## src/logic/sccg_params.svh

```systemverilog
/*
  Register offsets, field positions, reset values and timing counts of the
  system clock select, divide and gate block.
  Assumes inclusion by bare name from every file of the block.
*/
`ifndef SCCG_PARAMS_SVH
`define SCCG_PARAMS_SVH

// ---------------------------------------------------------------
// Register byte offsets
// ---------------------------------------------------------------
`define SCCG_OFS_CTRL   8'h00
`define SCCG_OFS_STS    8'h04
`define SCCG_OFS_SRC    8'h08
`define SCCG_OFS_DIVH   8'h0c
`define SCCG_OFS_DIVP   8'h10
`define SCCG_OFS_HGATE  8'h14
`define SCCG_OFS_PGATE  8'h18

// ---------------------------------------------------------------
// Field positions
// ---------------------------------------------------------------
`define SCCG_B_LPLL     5
`define SCCG_B_HPLL     4
`define SCCG_B_FIE      3
`define SCCG_B_SIE      2
`define SCCG_B_RTC      1
`define SCCG_B_FPRES    3
`define SCCG_B_SPRES    2
`define SCCG_B_FFLAG    1
`define SCCG_B_SFLAG    0

// ---------------------------------------------------------------
// Reset values and source codes
// ---------------------------------------------------------------
`define SCCG_RST_CTRL   6'h00
`define SCCG_RST_SRC    3'h0
`define SCCG_RST_DIVH   8'h00
`define SCCG_RST_DIVP   8'h01
`define SCCG_RST_HGATE  9'h0ff
`define SCCG_RST_PGATE  32'hffffffff
`define SCCG_SRC_FRC    3'h0
`define SCCG_SRC_FXO    3'h1
`define SCCG_SRC_HPLL   3'h2
`define SCCG_SRC_RTC    3'h3
`define SCCG_SRC_LPLL   3'h4

// ---------------------------------------------------------------
// Oscillator input indices and monitor window (slow RC ticks)
// ---------------------------------------------------------------
`define SCCG_I_FRC      0
`define SCCG_I_FXO      1
`define SCCG_I_HPLL     2
`define SCCG_I_SXO      3
`define SCCG_I_SRC      4
`define SCCG_I_LPLL     5
`define SCCG_N_OSC      6
`define SCCG_MON_WIN    4

`endif

```

## src/logic/sccg_pkg.sv

```systemverilog
/*
  Types of the system clock select, divide and gate block.
  Assumes sccg_params.svh is on the include path.
*/
`default_nettype none
package sccg_pkg;
  typedef logic [2:0]  sccg_src_t;
  typedef logic [7:0]  sccg_div_t;
  typedef logic [31:0] sccg_word_t;
endpackage
`default_nettype wire

```

## src/logic/sccg_top.sv

```systemverilog
/*
  System clock select, divide and gate block: Wishbone classic slave,
  oscillator tick sampling, AHB source mux with crystal fallback, AHB and
  APB dividers, module gates, crystal presence and failure flags.
  Assumes oscillator pins are asynchronous and slower than clk_i / 2;
  sleep_i, dslp_wake_i and fast_xtal_power_on_i come from clk_i logic.
*/
// Functional notes
// - Low PLL input: 0 slow crystal, 1 slow RC.
// - High PLL input: 0 fast RC, 1 fast crystal.
// - Fast crystal failure raises CPU interrupt when enabled.
// - Slow crystal failure raises CPU interrupt when enabled.
// - Enabled slow crystal failure during sleep also requests wake-up.
// - RTC clock: 0 slow crystal, 1 slow RC.
// - Fast presence updates only while fast crystal is powered.
// - Slow presence is read-only, resets to one.
// - Fast failure flag sets on presence fall, write one clears.
// - Slow failure flag sets on presence fall, write one clears.
// - AHB source codes 0..4, others reserved, reset fast RC.
// - AHB clock is source divided by field plus one.
// - APB clock is AHB clock divided by field plus one, field reset one (ratio two).
// - AHB module gates, one bit per module, reset 0xff.
// - APB module gates, one bit per module, reset all ones.
// - Fast RC replaces a stopped fast crystal, crystal back on recovery.
// - Slow RC replaces a stopped slow crystal, crystal back on recovery.
// - Presence detection runs on slow RC ticks.
// - Deep sleep wake restores clock settings, source back to fast RC.
`timescale 1ns/100ps
`default_nettype none
`include "sccg_params.svh"
module sccg_top
  import sccg_pkg::*;
(
  input  wire logic        clk_i,
  input  wire logic        rst_i,
  input  wire logic        cyc_i,
  input  wire logic        stb_i,
  input  wire logic        we_i,
  input  wire logic [7:0]  adr_i,
  input  wire logic [3:0]  sel_i,
  input  wire logic [31:0] dat_i,
  output logic      [31:0] dat_o,
  output logic             ack_o,
  input  wire logic        fast_rc_osc_i,
  input  wire logic        fast_xtal_osc_i,
  input  wire logic        high_pll_i,
  input  wire logic        slow_xtal_i,
  input  wire logic        slow_rc_i,
  input  wire logic        low_pll_i,
  input  wire logic        fast_xtal_power_on_i,
  input  wire logic        sleep_i,
  input  wire logic        dslp_wake_i,
  output logic             ahb_tick_o,
  output logic             apb_tick_o,
  output logic      [8:0]  ahb_gate_tick_o,
  output logic      [31:0] apb_gate_tick_o,
  output logic             rtc_tick_o,
  output logic      [2:0]  ahb_src_o,
  output logic             low_pll_src_o,
  output logic             high_pll_src_o,
  output logic             rtc_clk_src_o,
  output logic             irq_o,
  output logic             wakeup_o
);
  // ---------------------------------------------------------------
  // Oscillator sampling and edge ticks
  // ---------------------------------------------------------------
  logic [`SCCG_N_OSC-1:0] osc_raw;
  logic [`SCCG_N_OSC-1:0] meta_ff;
  logic [`SCCG_N_OSC-1:0] sync_ff;
  logic [`SCCG_N_OSC-1:0] last_ff;
  logic [`SCCG_N_OSC-1:0] tick;

  assign osc_raw = {low_pll_i, slow_rc_i, slow_xtal_i,
                    high_pll_i, fast_xtal_osc_i, fast_rc_osc_i};

  always_ff @(posedge clk_i) begin
    if (rst_i) begin
      meta_ff <= '0;
      sync_ff <= '0;
      last_ff <= '0;
    end else begin
      meta_ff <= osc_raw;
      sync_ff <= meta_ff;
      last_ff <= sync_ff;
    end
  end

  genvar gi;
  generate
    for (gi = 0; gi < `SCCG_N_OSC; gi++) begin : g_tick
      assign tick[gi] = sync_ff[gi] && !last_ff[gi];
    end
  endgenerate

  // ---------------------------------------------------------------
  // Configuration registers
  // ---------------------------------------------------------------
  logic [5:0]  ctrl_ff;
  sccg_src_t   src_ff;
  sccg_div_t   divh_ff;
  sccg_div_t   divp_ff;
  logic [8:0]  hgate_ff;
  sccg_word_t  pgate_ff;
  logic        fflag_ff;
  logic        sflag_ff;
  logic        ack_ff;
  logic        wr;
  logic        cfg_rst;
  sccg_word_t  wdat;

  // Byte-lane merge of a write
  function automatic sccg_word_t wmerge(input sccg_word_t old_v,
                                        input sccg_word_t new_v,
                                        input logic [3:0] be);
    sccg_word_t r;
    r = old_v;
    for (int b = 0; b < 4; b++) begin
      if (be[b]) begin
        r[b*8 +: 8] = new_v[b*8 +: 8];
      end
    end
    return r;
  endfunction

  function automatic logic hit(input logic [7:0] a, input logic [7:0] ofs);
    return a[7:2] == ofs[7:2];
  endfunction

  assign wr      = cyc_i && stb_i && we_i && ack_ff;
  assign cfg_rst = rst_i || dslp_wake_i;

  always_ff @(posedge clk_i) begin
    if (cfg_rst) begin
      ctrl_ff <= `SCCG_RST_CTRL;
    end else if (wr && hit(adr_i, `SCCG_OFS_CTRL)) begin
      ctrl_ff <= 6'(wmerge(32'(ctrl_ff), dat_i, sel_i));
    end
  end

  assign wdat = wmerge(32'(src_ff), dat_i, sel_i);

  // Reserved source codes are ignored
  always_ff @(posedge clk_i) begin
    if (cfg_rst) begin
      src_ff <= `SCCG_RST_SRC;
    end else if (wr && hit(adr_i, `SCCG_OFS_SRC) && wdat[2:0] <= `SCCG_SRC_LPLL) begin
      src_ff <= wdat[2:0];
    end
  end

  always_ff @(posedge clk_i) begin
    if (cfg_rst) begin
      divh_ff  <= `SCCG_RST_DIVH;
      divp_ff  <= `SCCG_RST_DIVP;
      hgate_ff <= `SCCG_RST_HGATE;
      pgate_ff <= `SCCG_RST_PGATE;
    end else if (wr) begin
      if (hit(adr_i, `SCCG_OFS_DIVH)) begin
        divh_ff <= 8'(wmerge(32'(divh_ff), dat_i, sel_i));
      end
      if (hit(adr_i, `SCCG_OFS_DIVP)) begin
        divp_ff <= 8'(wmerge(32'(divp_ff), dat_i, sel_i));
      end
      if (hit(adr_i, `SCCG_OFS_HGATE)) begin
        hgate_ff <= 9'(wmerge(32'(hgate_ff), dat_i, sel_i));
      end
      if (hit(adr_i, `SCCG_OFS_PGATE)) begin
        pgate_ff <= wmerge(pgate_ff, dat_i, sel_i);
      end
    end
  end

  // ---------------------------------------------------------------
  // Crystal presence and failure flags
  // ---------------------------------------------------------------
  logic fast_pres;
  logic slow_pres;
  logic fast_pres_ff;
  logic slow_pres_ff;
  logic clr_f;
  logic clr_s;

  sccg_xtal_mon #(.WIN(`SCCG_MON_WIN), .RST_VAL(1'b0)) u_fast_mon (
    .clk_i       (clk_i),
    .rst_i       (rst_i),
    .en_i        (fast_xtal_power_on_i),
    .ref_tick_i  (tick[`SCCG_I_SRC]),
    .xtal_tick_i (tick[`SCCG_I_FXO]),
    .present_o   (fast_pres)
  );

  sccg_xtal_mon #(.WIN(`SCCG_MON_WIN), .RST_VAL(1'b1)) u_slow_mon (
    .clk_i       (clk_i),
    .rst_i       (rst_i),
    .en_i        (1'b1),
    .ref_tick_i  (tick[`SCCG_I_SRC]),
    .xtal_tick_i (tick[`SCCG_I_SXO]),
    .present_o   (slow_pres)
  );

  always_ff @(posedge clk_i) begin
    if (rst_i) begin
      fast_pres_ff <= 1'b0;
      slow_pres_ff <= 1'b1;
    end else begin
      fast_pres_ff <= fast_pres;
      slow_pres_ff <= slow_pres;
    end
  end

  assign clr_f = wr && hit(adr_i, `SCCG_OFS_STS) && sel_i[0] && dat_i[`SCCG_B_FFLAG];
  assign clr_s = wr && hit(adr_i, `SCCG_OFS_STS) && sel_i[0] && dat_i[`SCCG_B_SFLAG];

  // Set wins over a clear in the same cycle
  always_ff @(posedge clk_i) begin
    if (rst_i) begin
      fflag_ff <= 1'b0;
      sflag_ff <= 1'b0;
    end else begin
      fflag_ff <= (fast_pres_ff && !fast_pres) || (fflag_ff && !clr_f);
      sflag_ff <= (slow_pres_ff && !slow_pres) || (sflag_ff && !clr_s);
    end
  end

  always_ff @(posedge clk_i) begin
    if (rst_i) begin
      irq_o    <= 1'b0;
      wakeup_o <= 1'b0;
    end else begin
      irq_o    <= (fflag_ff && ctrl_ff[`SCCG_B_FIE]) ||
                  (sflag_ff && ctrl_ff[`SCCG_B_SIE]);
      wakeup_o <= sleep_i && sflag_ff && ctrl_ff[`SCCG_B_SIE];
    end
  end

  // ---------------------------------------------------------------
  // Source selection with crystal fallback
  // ---------------------------------------------------------------
  logic      rtc_rc;
  logic      rtc_tick;
  logic      cur_tick;
  sccg_src_t act_src_ff;

  assign rtc_rc   = ctrl_ff[`SCCG_B_RTC] || !slow_pres;
  assign rtc_tick = rtc_rc ? tick[`SCCG_I_SRC] : tick[`SCCG_I_SXO];

  always_comb begin
    case (act_src_ff)
      `SCCG_SRC_FRC:  cur_tick = tick[`SCCG_I_FRC];
      `SCCG_SRC_FXO:  cur_tick = fast_pres ? tick[`SCCG_I_FXO] : tick[`SCCG_I_FRC];
      `SCCG_SRC_HPLL: cur_tick = tick[`SCCG_I_HPLL];
      `SCCG_SRC_RTC:  cur_tick = rtc_tick;
      `SCCG_SRC_LPLL: cur_tick = tick[`SCCG_I_LPLL];
      default:        cur_tick = tick[`SCCG_I_FRC];
    endcase
  end

  // Move to a new source only right after the old one ticked
  always_ff @(posedge clk_i) begin
    if (cfg_rst) begin
      act_src_ff <= `SCCG_RST_SRC;
    end else if (cur_tick) begin
      act_src_ff <= src_ff;
    end
  end

  always_ff @(posedge clk_i) begin
    if (rst_i) begin
      low_pll_src_o  <= 1'b0;
      high_pll_src_o <= 1'b0;
      rtc_clk_src_o  <= 1'b0;
      rtc_tick_o     <= 1'b0;
      ahb_src_o      <= `SCCG_RST_SRC;
    end else begin
      low_pll_src_o  <= ctrl_ff[`SCCG_B_LPLL] || !slow_pres;
      high_pll_src_o <= ctrl_ff[`SCCG_B_HPLL] && fast_pres;
      rtc_clk_src_o  <= rtc_rc;
      rtc_tick_o     <= rtc_tick;
      ahb_src_o      <= act_src_ff;
    end
  end

  // ---------------------------------------------------------------
  // Dividers and gates
  // ---------------------------------------------------------------
  logic ahb_pulse;
  logic apb_pulse;

  sccg_clk_div #(.W(8)) u_ahb_div (
    .clk_i   (clk_i),
    .rst_i   (rst_i),
    .tick_i  (cur_tick),
    .div_i   (divh_ff),
    .pulse_o (ahb_pulse)
  );

  sccg_clk_div #(.W(8)) u_apb_div (
    .clk_i   (clk_i),
    .rst_i   (rst_i),
    .tick_i  (ahb_pulse),
    .div_i   (divp_ff),
    .pulse_o (apb_pulse)
  );

  // Gating a whole pulse keeps every gated clock free of runts
  always_ff @(posedge clk_i) begin
    if (rst_i) begin
      ahb_tick_o      <= 1'b0;
      apb_tick_o      <= 1'b0;
      ahb_gate_tick_o <= '0;
      apb_gate_tick_o <= '0;
    end else begin
      ahb_tick_o      <= ahb_pulse;
      apb_tick_o      <= apb_pulse;
      ahb_gate_tick_o <= {9{ahb_pulse}} & hgate_ff;
      apb_gate_tick_o <= {32{apb_pulse}} & pgate_ff;
    end
  end

  // ---------------------------------------------------------------
  // Wishbone classic slave
  // ---------------------------------------------------------------
  sccg_word_t rdat;

  always_comb begin
    rdat = '0;
    case ({adr_i[7:2], 2'b00})
      `SCCG_OFS_CTRL:  rdat = 32'(ctrl_ff);
      `SCCG_OFS_STS:   rdat = 32'({fast_pres, slow_pres, fflag_ff, sflag_ff});
      `SCCG_OFS_SRC:   rdat = 32'(src_ff);
      `SCCG_OFS_DIVH:  rdat = 32'(divh_ff);
      `SCCG_OFS_DIVP:  rdat = 32'(divp_ff);
      `SCCG_OFS_HGATE: rdat = 32'(hgate_ff);
      `SCCG_OFS_PGATE: rdat = pgate_ff;
      default:         rdat = '0;
    endcase
  end

  // Ack one cycle after the request, dropped the cycle after
  always_ff @(posedge clk_i) begin
    if (rst_i) begin
      ack_ff <= 1'b0;
      dat_o  <= '0;
    end else begin
      ack_ff <= cyc_i && stb_i && !ack_ff;
      dat_o  <= (cyc_i && stb_i && !we_i && !ack_ff) ? rdat : '0;
    end
  end

  assign ack_o = ack_ff;
endmodule // sccg_top
`default_nettype wire

```

## src/logic/sccg_clk_div.sv

```systemverilog
/*
  Divider of a tick stream by N+1, N loaded only at the wrap point.
  Assumes tick_i is a one-cycle pulse on clk_i.
*/
`timescale 1ns/100ps
`default_nettype none
`include "sccg_params.svh"
module sccg_clk_div
  import sccg_pkg::*;
#(
  parameter int W = 8
) (
  input  wire logic         clk_i,
  input  wire logic         rst_i,
  input  wire logic         tick_i,
  input  wire logic [W-1:0] div_i,
  output logic              pulse_o
);
  logic [W-1:0] cnt_ff;

  // New ratio taken only at the wrap, so no runt period
  always_ff @(posedge clk_i) begin
    if (rst_i) begin
      cnt_ff <= '0;
    end else if (tick_i) begin
      cnt_ff <= (cnt_ff == '0) ? div_i : cnt_ff - 1'b1;
    end
  end

  always_ff @(posedge clk_i) begin
    if (rst_i) begin
      pulse_o <= 1'b0;
    end else begin
      pulse_o <= tick_i && (cnt_ff == '0);
    end
  end
endmodule // sccg_clk_div
`default_nettype wire

```

## src/logic/sccg_xtal_mon.sv

```systemverilog
/*
  Crystal presence monitor: counts slow RC ticks and looks for crystal
  edges within each window. Assumes both ticks are one-cycle pulses.
*/
`timescale 1ns/100ps
`default_nettype none
`include "sccg_params.svh"
module sccg_xtal_mon
  import sccg_pkg::*;
#(
  parameter int   WIN     = `SCCG_MON_WIN,
  parameter logic RST_VAL = 1'b0
) (
  input  wire logic clk_i,
  input  wire logic rst_i,
  input  wire logic en_i,
  input  wire logic ref_tick_i,
  input  wire logic xtal_tick_i,
  output logic      present_o
);
  logic [7:0] win_ff;
  logic       seen_ff;
  logic       win_end;

  assign win_end = ref_tick_i && (win_ff == 8'(WIN - 1));

  always_ff @(posedge clk_i) begin
    if (rst_i) begin
      win_ff <= '0;
    end else if (ref_tick_i) begin
      win_ff <= win_end ? '0 : win_ff + 1'b1;
    end
  end

  always_ff @(posedge clk_i) begin
    if (rst_i || win_end) begin
      seen_ff <= 1'b0;
    end else if (xtal_tick_i) begin
      seen_ff <= 1'b1;
    end
  end

  // Disabled monitor keeps its last verdict
  always_ff @(posedge clk_i) begin
    if (rst_i) begin
      present_o <= RST_VAL;
    end else if (en_i && win_end) begin
      present_o <= seen_ff || xtal_tick_i;
    end
  end
endmodule // sccg_xtal_mon
`default_nettype wire

```

## config.mk

```make
export PLATFORM = sky130hd
export DESIGN_NAME = sccg_top
export DESIGN_NICKNAME = d
export VERILOG_FILES = /design/src/logic/sccg_pkg.sv /design/src/logic/sccg_top.sv /design/src/logic/sccg_clk_div.sv /design/src/logic/sccg_xtal_mon.sv
export VERILOG_INCLUDE_DIRS = /design/src /design/src/logic
export SDC_FILE = /design/constraint.sdc
export NUM_CORES = 1
export LEC_CHECK = 0
export BUFFER_PORTS_ARGS = -buffer_cell sky130_fd_sc_hd__buf_2
export CORE_MARGIN = 1.5
export CORE_UTILIZATION = 45
export DETAILED_ROUTE_END_ITERATION = 8
export PLACE_DENSITY = 0.63
export SLEW_MARGIN = 5
export SYNTH_ARGS = -nofsm -noshare
export SYNTH_HDL_FRONTEND = slang
export SYNTH_HIERARCHICAL = 1
export SYNTH_SLANG_ARGS = --single-unit
```

## constraint.sdc

```tcl
create_clock -name clk_i -period 2.7 [get_ports clk_i]
set_input_delay 0.135 -clock clk_i [delete_from_list [all_inputs] [get_ports clk_i]]
set_output_delay 0.135 -clock clk_i [all_outputs]
set_load 0.005 [all_outputs]
```

Word level (Yosys, flattened, before mapping) --
Cells that the tools add are included.
Storage, ports and cells: input port bits 58, output and inout bits 85, logic and storage cells 138, bits in registers 214
Operators by class: reduce and logical (&&, ||, !) cells 68, eq/ne operators 12, $add $sub $neg 4, mux-type cells 9, bitwise operators 3, $lt $le $gt $ge 1
Operators with widths (number):
- one-hot mux 32 bit (7 select lines) | 1
- logical AND 1 bit | 33
- AND 32 bit | 1
- two-way mux 8 bit | 4
- AND reduction 3 bit | 8
- equality test 6 x 3 -> 1 bit, second input constant | 3
- adder 8 x 1 -> 8 bit, second input constant | 2
- equality test 8 x 2 -> 1 bit, second input constant | 2
- logical NOT 8 bit | 2
- subtractor 8 x 1 -> 8 bit, second input constant | 2
- equality test 6 x 2 -> 1 bit, second input constant | 2
- logical NOT 1 bit | 12
- logical OR 1 bit | 10
- AND 9 bit | 1
- equality test 3 x 2 -> 1 bit, second input constant | 2
- equality test 6 x 1 -> 1 bit, second input constant | 1
- logical NOT 6 bit | 1
- one-hot mux 1 bit (4 select lines) | 1
- equality test 3 x 1 -> 1 bit, second input constant | 1
- equality test 3 bit, second input constant | 1
- <= comparator 3 bit, second input constant | 1
- two-way mux 3 bit | 1
- two-way mux 1 bit | 2
- AND reduction 2 bit | 1
- 2 further kinds | 2

Logic depth before layout (Yosys ltp) --
word-level depth 9, gate-level depth with buffers 11, depth with buffers taken out 9

Cells and area by module --
Netlist, hierarchy kept.
By module, submodules not included:
- sccg_top | instances 1, cells an instance 634, area an instance 5997.0 µm², seq. area each 3523.4 µm²
- sccg_clk_div | instances 2, cells an instance 63, area an instance 569.3 µm², seq. area each 180.2 µm²
- sccg_xtal_mon at u_slow_mon | instances 1, cells an instance 49, area an instance 456.7 µm², seq. area each 200.2 µm²
- sccg_xtal_mon at u_fast_mon | instances 1, cells an instance 49, area an instance 455.4 µm², seq. area each 200.2 µm²

Least setup slack after synthesis --
Ideal clock, no wire load.
path kind reg-to-reg, start register u_slow_mon.present_o, end register u_ahb_div.cnt_ff[7], clock period less this slack 1924 ps, stages on the path, launching flop included 11, data arrival time 1800 ps, path buffers 1, data required time 2576 ps, path slack 776 ps, setup time 124 ps, cell sequence dfxtp_1 > nor2b_1 > mux2i_1 > a21boi_0 > a22oi_1 > inv_1 > buf_6 > nand2b_1 > nor4_1 > a211oi_1 > nor3b_2
Between the ends: cells in the longest elaborated chain, start to end 4
Ends and longest elaborated chain:
- start: declaration | line sccg_xtal_mon.sv:19 | output logic present_o
- start signal: assignment | line sccg_xtal_mon.sv:48 | present_o <= seen_ff || xtal_tick_i;
- logical NOT 1 bit | line sccg_top.sv:245 | assign rtc_rc = ctrl_ff[`SCCG_B_RTC] || !slow_pres;
- logical OR 1 bit | line sccg_top.sv:245
- two-way mux 1 bit | line sccg_top.sv:246 | assign rtc_tick = rtc_rc ? tick[`SCCG_I_SRC] : tick[`SCCG_I_SXO];
- one-hot mux 1 bit (4 select lines) | line sccg_top.sv:249 | case (act_src_ff)
- named net cur_tick | line sccg_top.sv:242 | logic cur_tick;
- end signal: assignment | line sccg_clk_div.sv:26 | cnt_ff <= (cnt_ff == '0) ? div_i : cnt_ff - 1'b1;
- end: declaration | line sccg_clk_div.sv:19 | logic [W-1:0] cnt_ff;
The timed path passes the listed nets, and every way through them passes these cells. A chain may end at the register's enable or synchronous reset.

Final worst setup path --
start register ctrl_ff[1], end register u_ahb_div.cnt_ff[7]
Between the ends: cells in the longest elaborated chain, start to end 3
Ends and longest elaborated chain:
- start: declaration | line sccg_top.sv:99 | logic [5:0] ctrl_ff;
- start signal: assignment | line sccg_top.sv:135 | ctrl_ff <= `SCCG_RST_CTRL;
- start signal: assignment | line sccg_top.sv:137 | ctrl_ff <= 6'(wmerge(32'(ctrl_ff), dat_i, sel_i));
- logical OR 1 bit | line sccg_top.sv:245
- two-way mux 1 bit | line sccg_top.sv:246
- one-hot mux 1 bit (4 select lines) | line sccg_top.sv:249
- named net cur_tick | line sccg_top.sv:242
The timed path passes the listed nets, and every way through them passes these cells.

==> metrics.txt <==
startpoint types=register; effective utilization at floorplan=between 40% and 50%; Net Sw Power=~1.5 mW; sequential power share=a little under half; Synth warnings=6; WL final=around 20000 microns; Adder-Cell Fraction of Synth Area=0.933%; vias in the first global route=about 6000; Max-cap violations=0; Post-synth ARST share=0%; Congestion Overflow GR=0; Post-synth EDFFs=0; RSZ-0062 raised after global routing=no; antenna violations before repair=1; post-cts repair resize count=0; CP Max Fanout=10; Synth Net Count=~920; total clock sinks=214; CTS tree=done; CP Capture Type=register; commonest non-fill, non-tap cell in the layout=dfxtp_1; status=finished, final reports clean; Comb power frac=5.7%; Max clock buf depth=3; GRT Util Overall=between 20% and 30%; row count=48; dpl hpwl=roughly 13000 microns; register area share after synthesis=between 50% and 60%; Core Box Area=about 0.017 sq mm; largest family of logic cells by synthesized area=simple AND/OR/NAND/NOR gates; final period demand of the worst path=about 2.3 ns; worst vdd ir=0.000551 V; Switching Share=between 20% and 30%; CTS Buf Count=23; most frequent cells in the layout=dfxtp_1, buf_2, nand2_1; die area=about 0.019 sq mm; Pwr per Cell Area=663 mW/mm^2; Placement Setup Slack=a little over 0.4 ns; # H-tree levels=1; # nets final=around 1100; Slew @ Worst Pin=~0.73 ns; relative slew slack=51.3%; pin count of the biggest net entering global routing=46; TritonRoute pass-1 iters=6; Avg Inst Size Synth=approximately 9.4 sq um; mux share of post-synthesis cell area=approximately 2.6%; Max Clock Freq=between 400 and 500 MHz; I/O Buffers=140; final worst setup slack=0.395 ns; Crit Path Class=reg2reg; Iteration-0 DRC Markers=about 430; Required @ worst endpoint=3.08 ns; Routed Antenna Nets=0; layout cells sized above 1=about 22%; Post-Route Utilization=between 50% and 60%; simple-gate share of the synthesized area=roughly 29%; max-slew violation count=0; Synth Flop Type=dfxtp_1; Via density=around 5; worst skew pair latency=about 0.51 ns; CTS root buf=clkbuf_16; Internal=between 5 and 6 mW; Die Ht=approximately 140 microns; hold_sp=rst_i; Yosys reg bits=roughly 210; Area Growth Syn to Fin=25.7%; Final Cycle Share=around 85%; ranking of synthesized cells by area=dfxtp_1, nand2_1, and2_1, nand3_1, a21oi_1; Die Span X=roughly 140 microns; clock slew at reported path FFs=roughly 0.060 ns; largest area contributor in the netlist=dfxtp_1; CP arrival=approximately 2.7 ns; Critical R2R Launch=ctrl_ff[1]; post-synthesis cell count=858; Leak=around 4.3 nW; setup TNS=0 ns; mapped cell area=around 0.0080 sq mm; worst setup path start=ctrl_ff[1]; final setup skew=between 0.015 and 0.02 ns; drc violations=0; xor-xnor portion of the synthesized cell area=less than 1%; hold crit path type=in2reg; Avg WL per Cell=about 15 microns; library cells used by synthesis=approximately 70; Final Hold Fails=0; RD Place Congestion=0.812; clock network fraction of design power=a little under half; final setup fails=0; Synth Area in Compound Gates=under 10%; vias=6510; Filler Cell Count=between 1500 and 2000; Synth top area share=approximately 53%; global-route wire length before repair=31200 microns; I/O pins=about 140
==> registers in the layout (all words and copies together) (netlist names), 8 cells and up <==
register           count
divp_ff                8
u_ahb_div/cnt_ff       8
apb_gate_tick_o       32
u_slow_mon/win_ff      8
hgate_ff               9
u_fast_mon/win_ff      8
dat_o                 32
pgate_ff              32
u_apb_div/cnt_ff       8
ahb_gate_tick_o        9
divh_ff                8
==> final timing paths <==
check                           slack, ns  depth (start not counted)                  end
worst max-delay path                 0.40                          9  u_ahb_div/cnt_ff[7]
worst min register to register       0.43                          1           sync_ff[4]
worst min-delay path                 0.09                          2           rtc_tick_o
worst max register to register       0.40                          9  u_ahb_div/cnt_ff[7]
==> cell type report <==
type	instances	area (sq um)	share of cell area, %
clock inverters	13	131	1.30
diodes	1	2.50	0.0247
repair buffers	198	1260	12.4
well taps	225	282	2.78
multi-input cells	584	3470	34.3
clock buffers	29	628	6.21
inverters	16	60.1	0.594
flip-flops and latches	214	4280	42.3
==> timing repair <==
| action | CTS | global route |
|---|---|---|
| hold buffers | 44 | 0 |
| endpoints found under the hold margin | 73 | 0 |
| setup endpoints to repair | 0 | 0 |
| setup buffers | 0 | 0 |
==> worst max-delay path, stage by stage, from the launching register on <==
cell and delay [ns]:
dfxtp_1 0.34, nor2b_1 0.22, mux2i_1 0.13, a21boi_0 0.35
a22oi_1 0.18, inv_1 0.27, nand2b_1 0.11, nor4_1 0.31
a21oi_1 0.12, nor3b_2 0.16
==> synth_stat cells, types with 3 or more instances <==
cell type / count
ha_1: 6
nor3_1: 5
inv_1: 14
a31oi_1: 9
dfxtp_1: 214
nand3_1: 70
nand2_1: 131
nor3_4: 3
nand2b_1: 13
a311oi_1: 5
nor3b_1: 3
or2_4: 4
nor3_2: 4
buf_2: 12
or4_4: 4
a211oi_1: 5
or4_1: 3
nor2b_1: 34
and2_1: 67
buf_4: 3
and3_1: 4
nor2_1: 48
mux2_2: 4
buf_6: 5
o21ai_0: 10
or3_1: 9
nand4_1: 8
a22oi_1: 16
xor2_1: 6
mux2i_1: 12
a21oi_1: 45
clkbuf_1: 21
nor4_1: 6
==> routing by layer <==
layer	part of all wire (%)	wire, microns	up-vias	GRT usage [%]
li1	-	-	3295	-
met2	45	8820	207	33.8
met4	2.1	410	0	5.38
met1	46	8950	2978	28.8
met5	0	0	-	0
met3	7.1	1400	30	3.59
==> per-stage QoR <==
| step | cell area [sq um] | instances | hold slack (ns) | total power, mW |
|---|---|---|---|---|
| floorplan | 8050 | 858 | 0.204 | 3.51 |
| global placement | 8920 | 1193 | 0.344 | 3.61 |
| detailed placement | 8920 | 1193 | 0.349 | 3.62 |
| CTS | 10100 | 1279 | 0.0923 | 6.77 |
| global route | 10100 | 1280 | 0.123 | 6.96 |
| finish | 10100 | 1280 | 0.0888 | 6.71 |
==> power by group through the flow <==
stage | sequential, mW | combinational [mW] | clock (mW)
after floorplan | 3.28 | 0.227 | 0
after global placement | 3.28 | 0.331 | 0
after detailed placement | 3.28 | 0.333 | 0
after CTS | 3.21 | 0.385 | 3.18
after global routing | 3.22 | 0.421 | 3.32
final | 3.21 | 0.385 | 3.11
==> cells by family (layout without fill, tap and decap cells) <==
kind of cell               after synthesis  after routing
DFF                                    214            214
and+or+nand+nor                        437            437
muxes                                   19             19
AOI/OAI and AO/OA                      113            113
buffers and inverters                   60            256
adders and majority gates                6              6
other                                    1              2
xor gates and xnor gates                 8              8
Power figures use the tool's default switching activity.
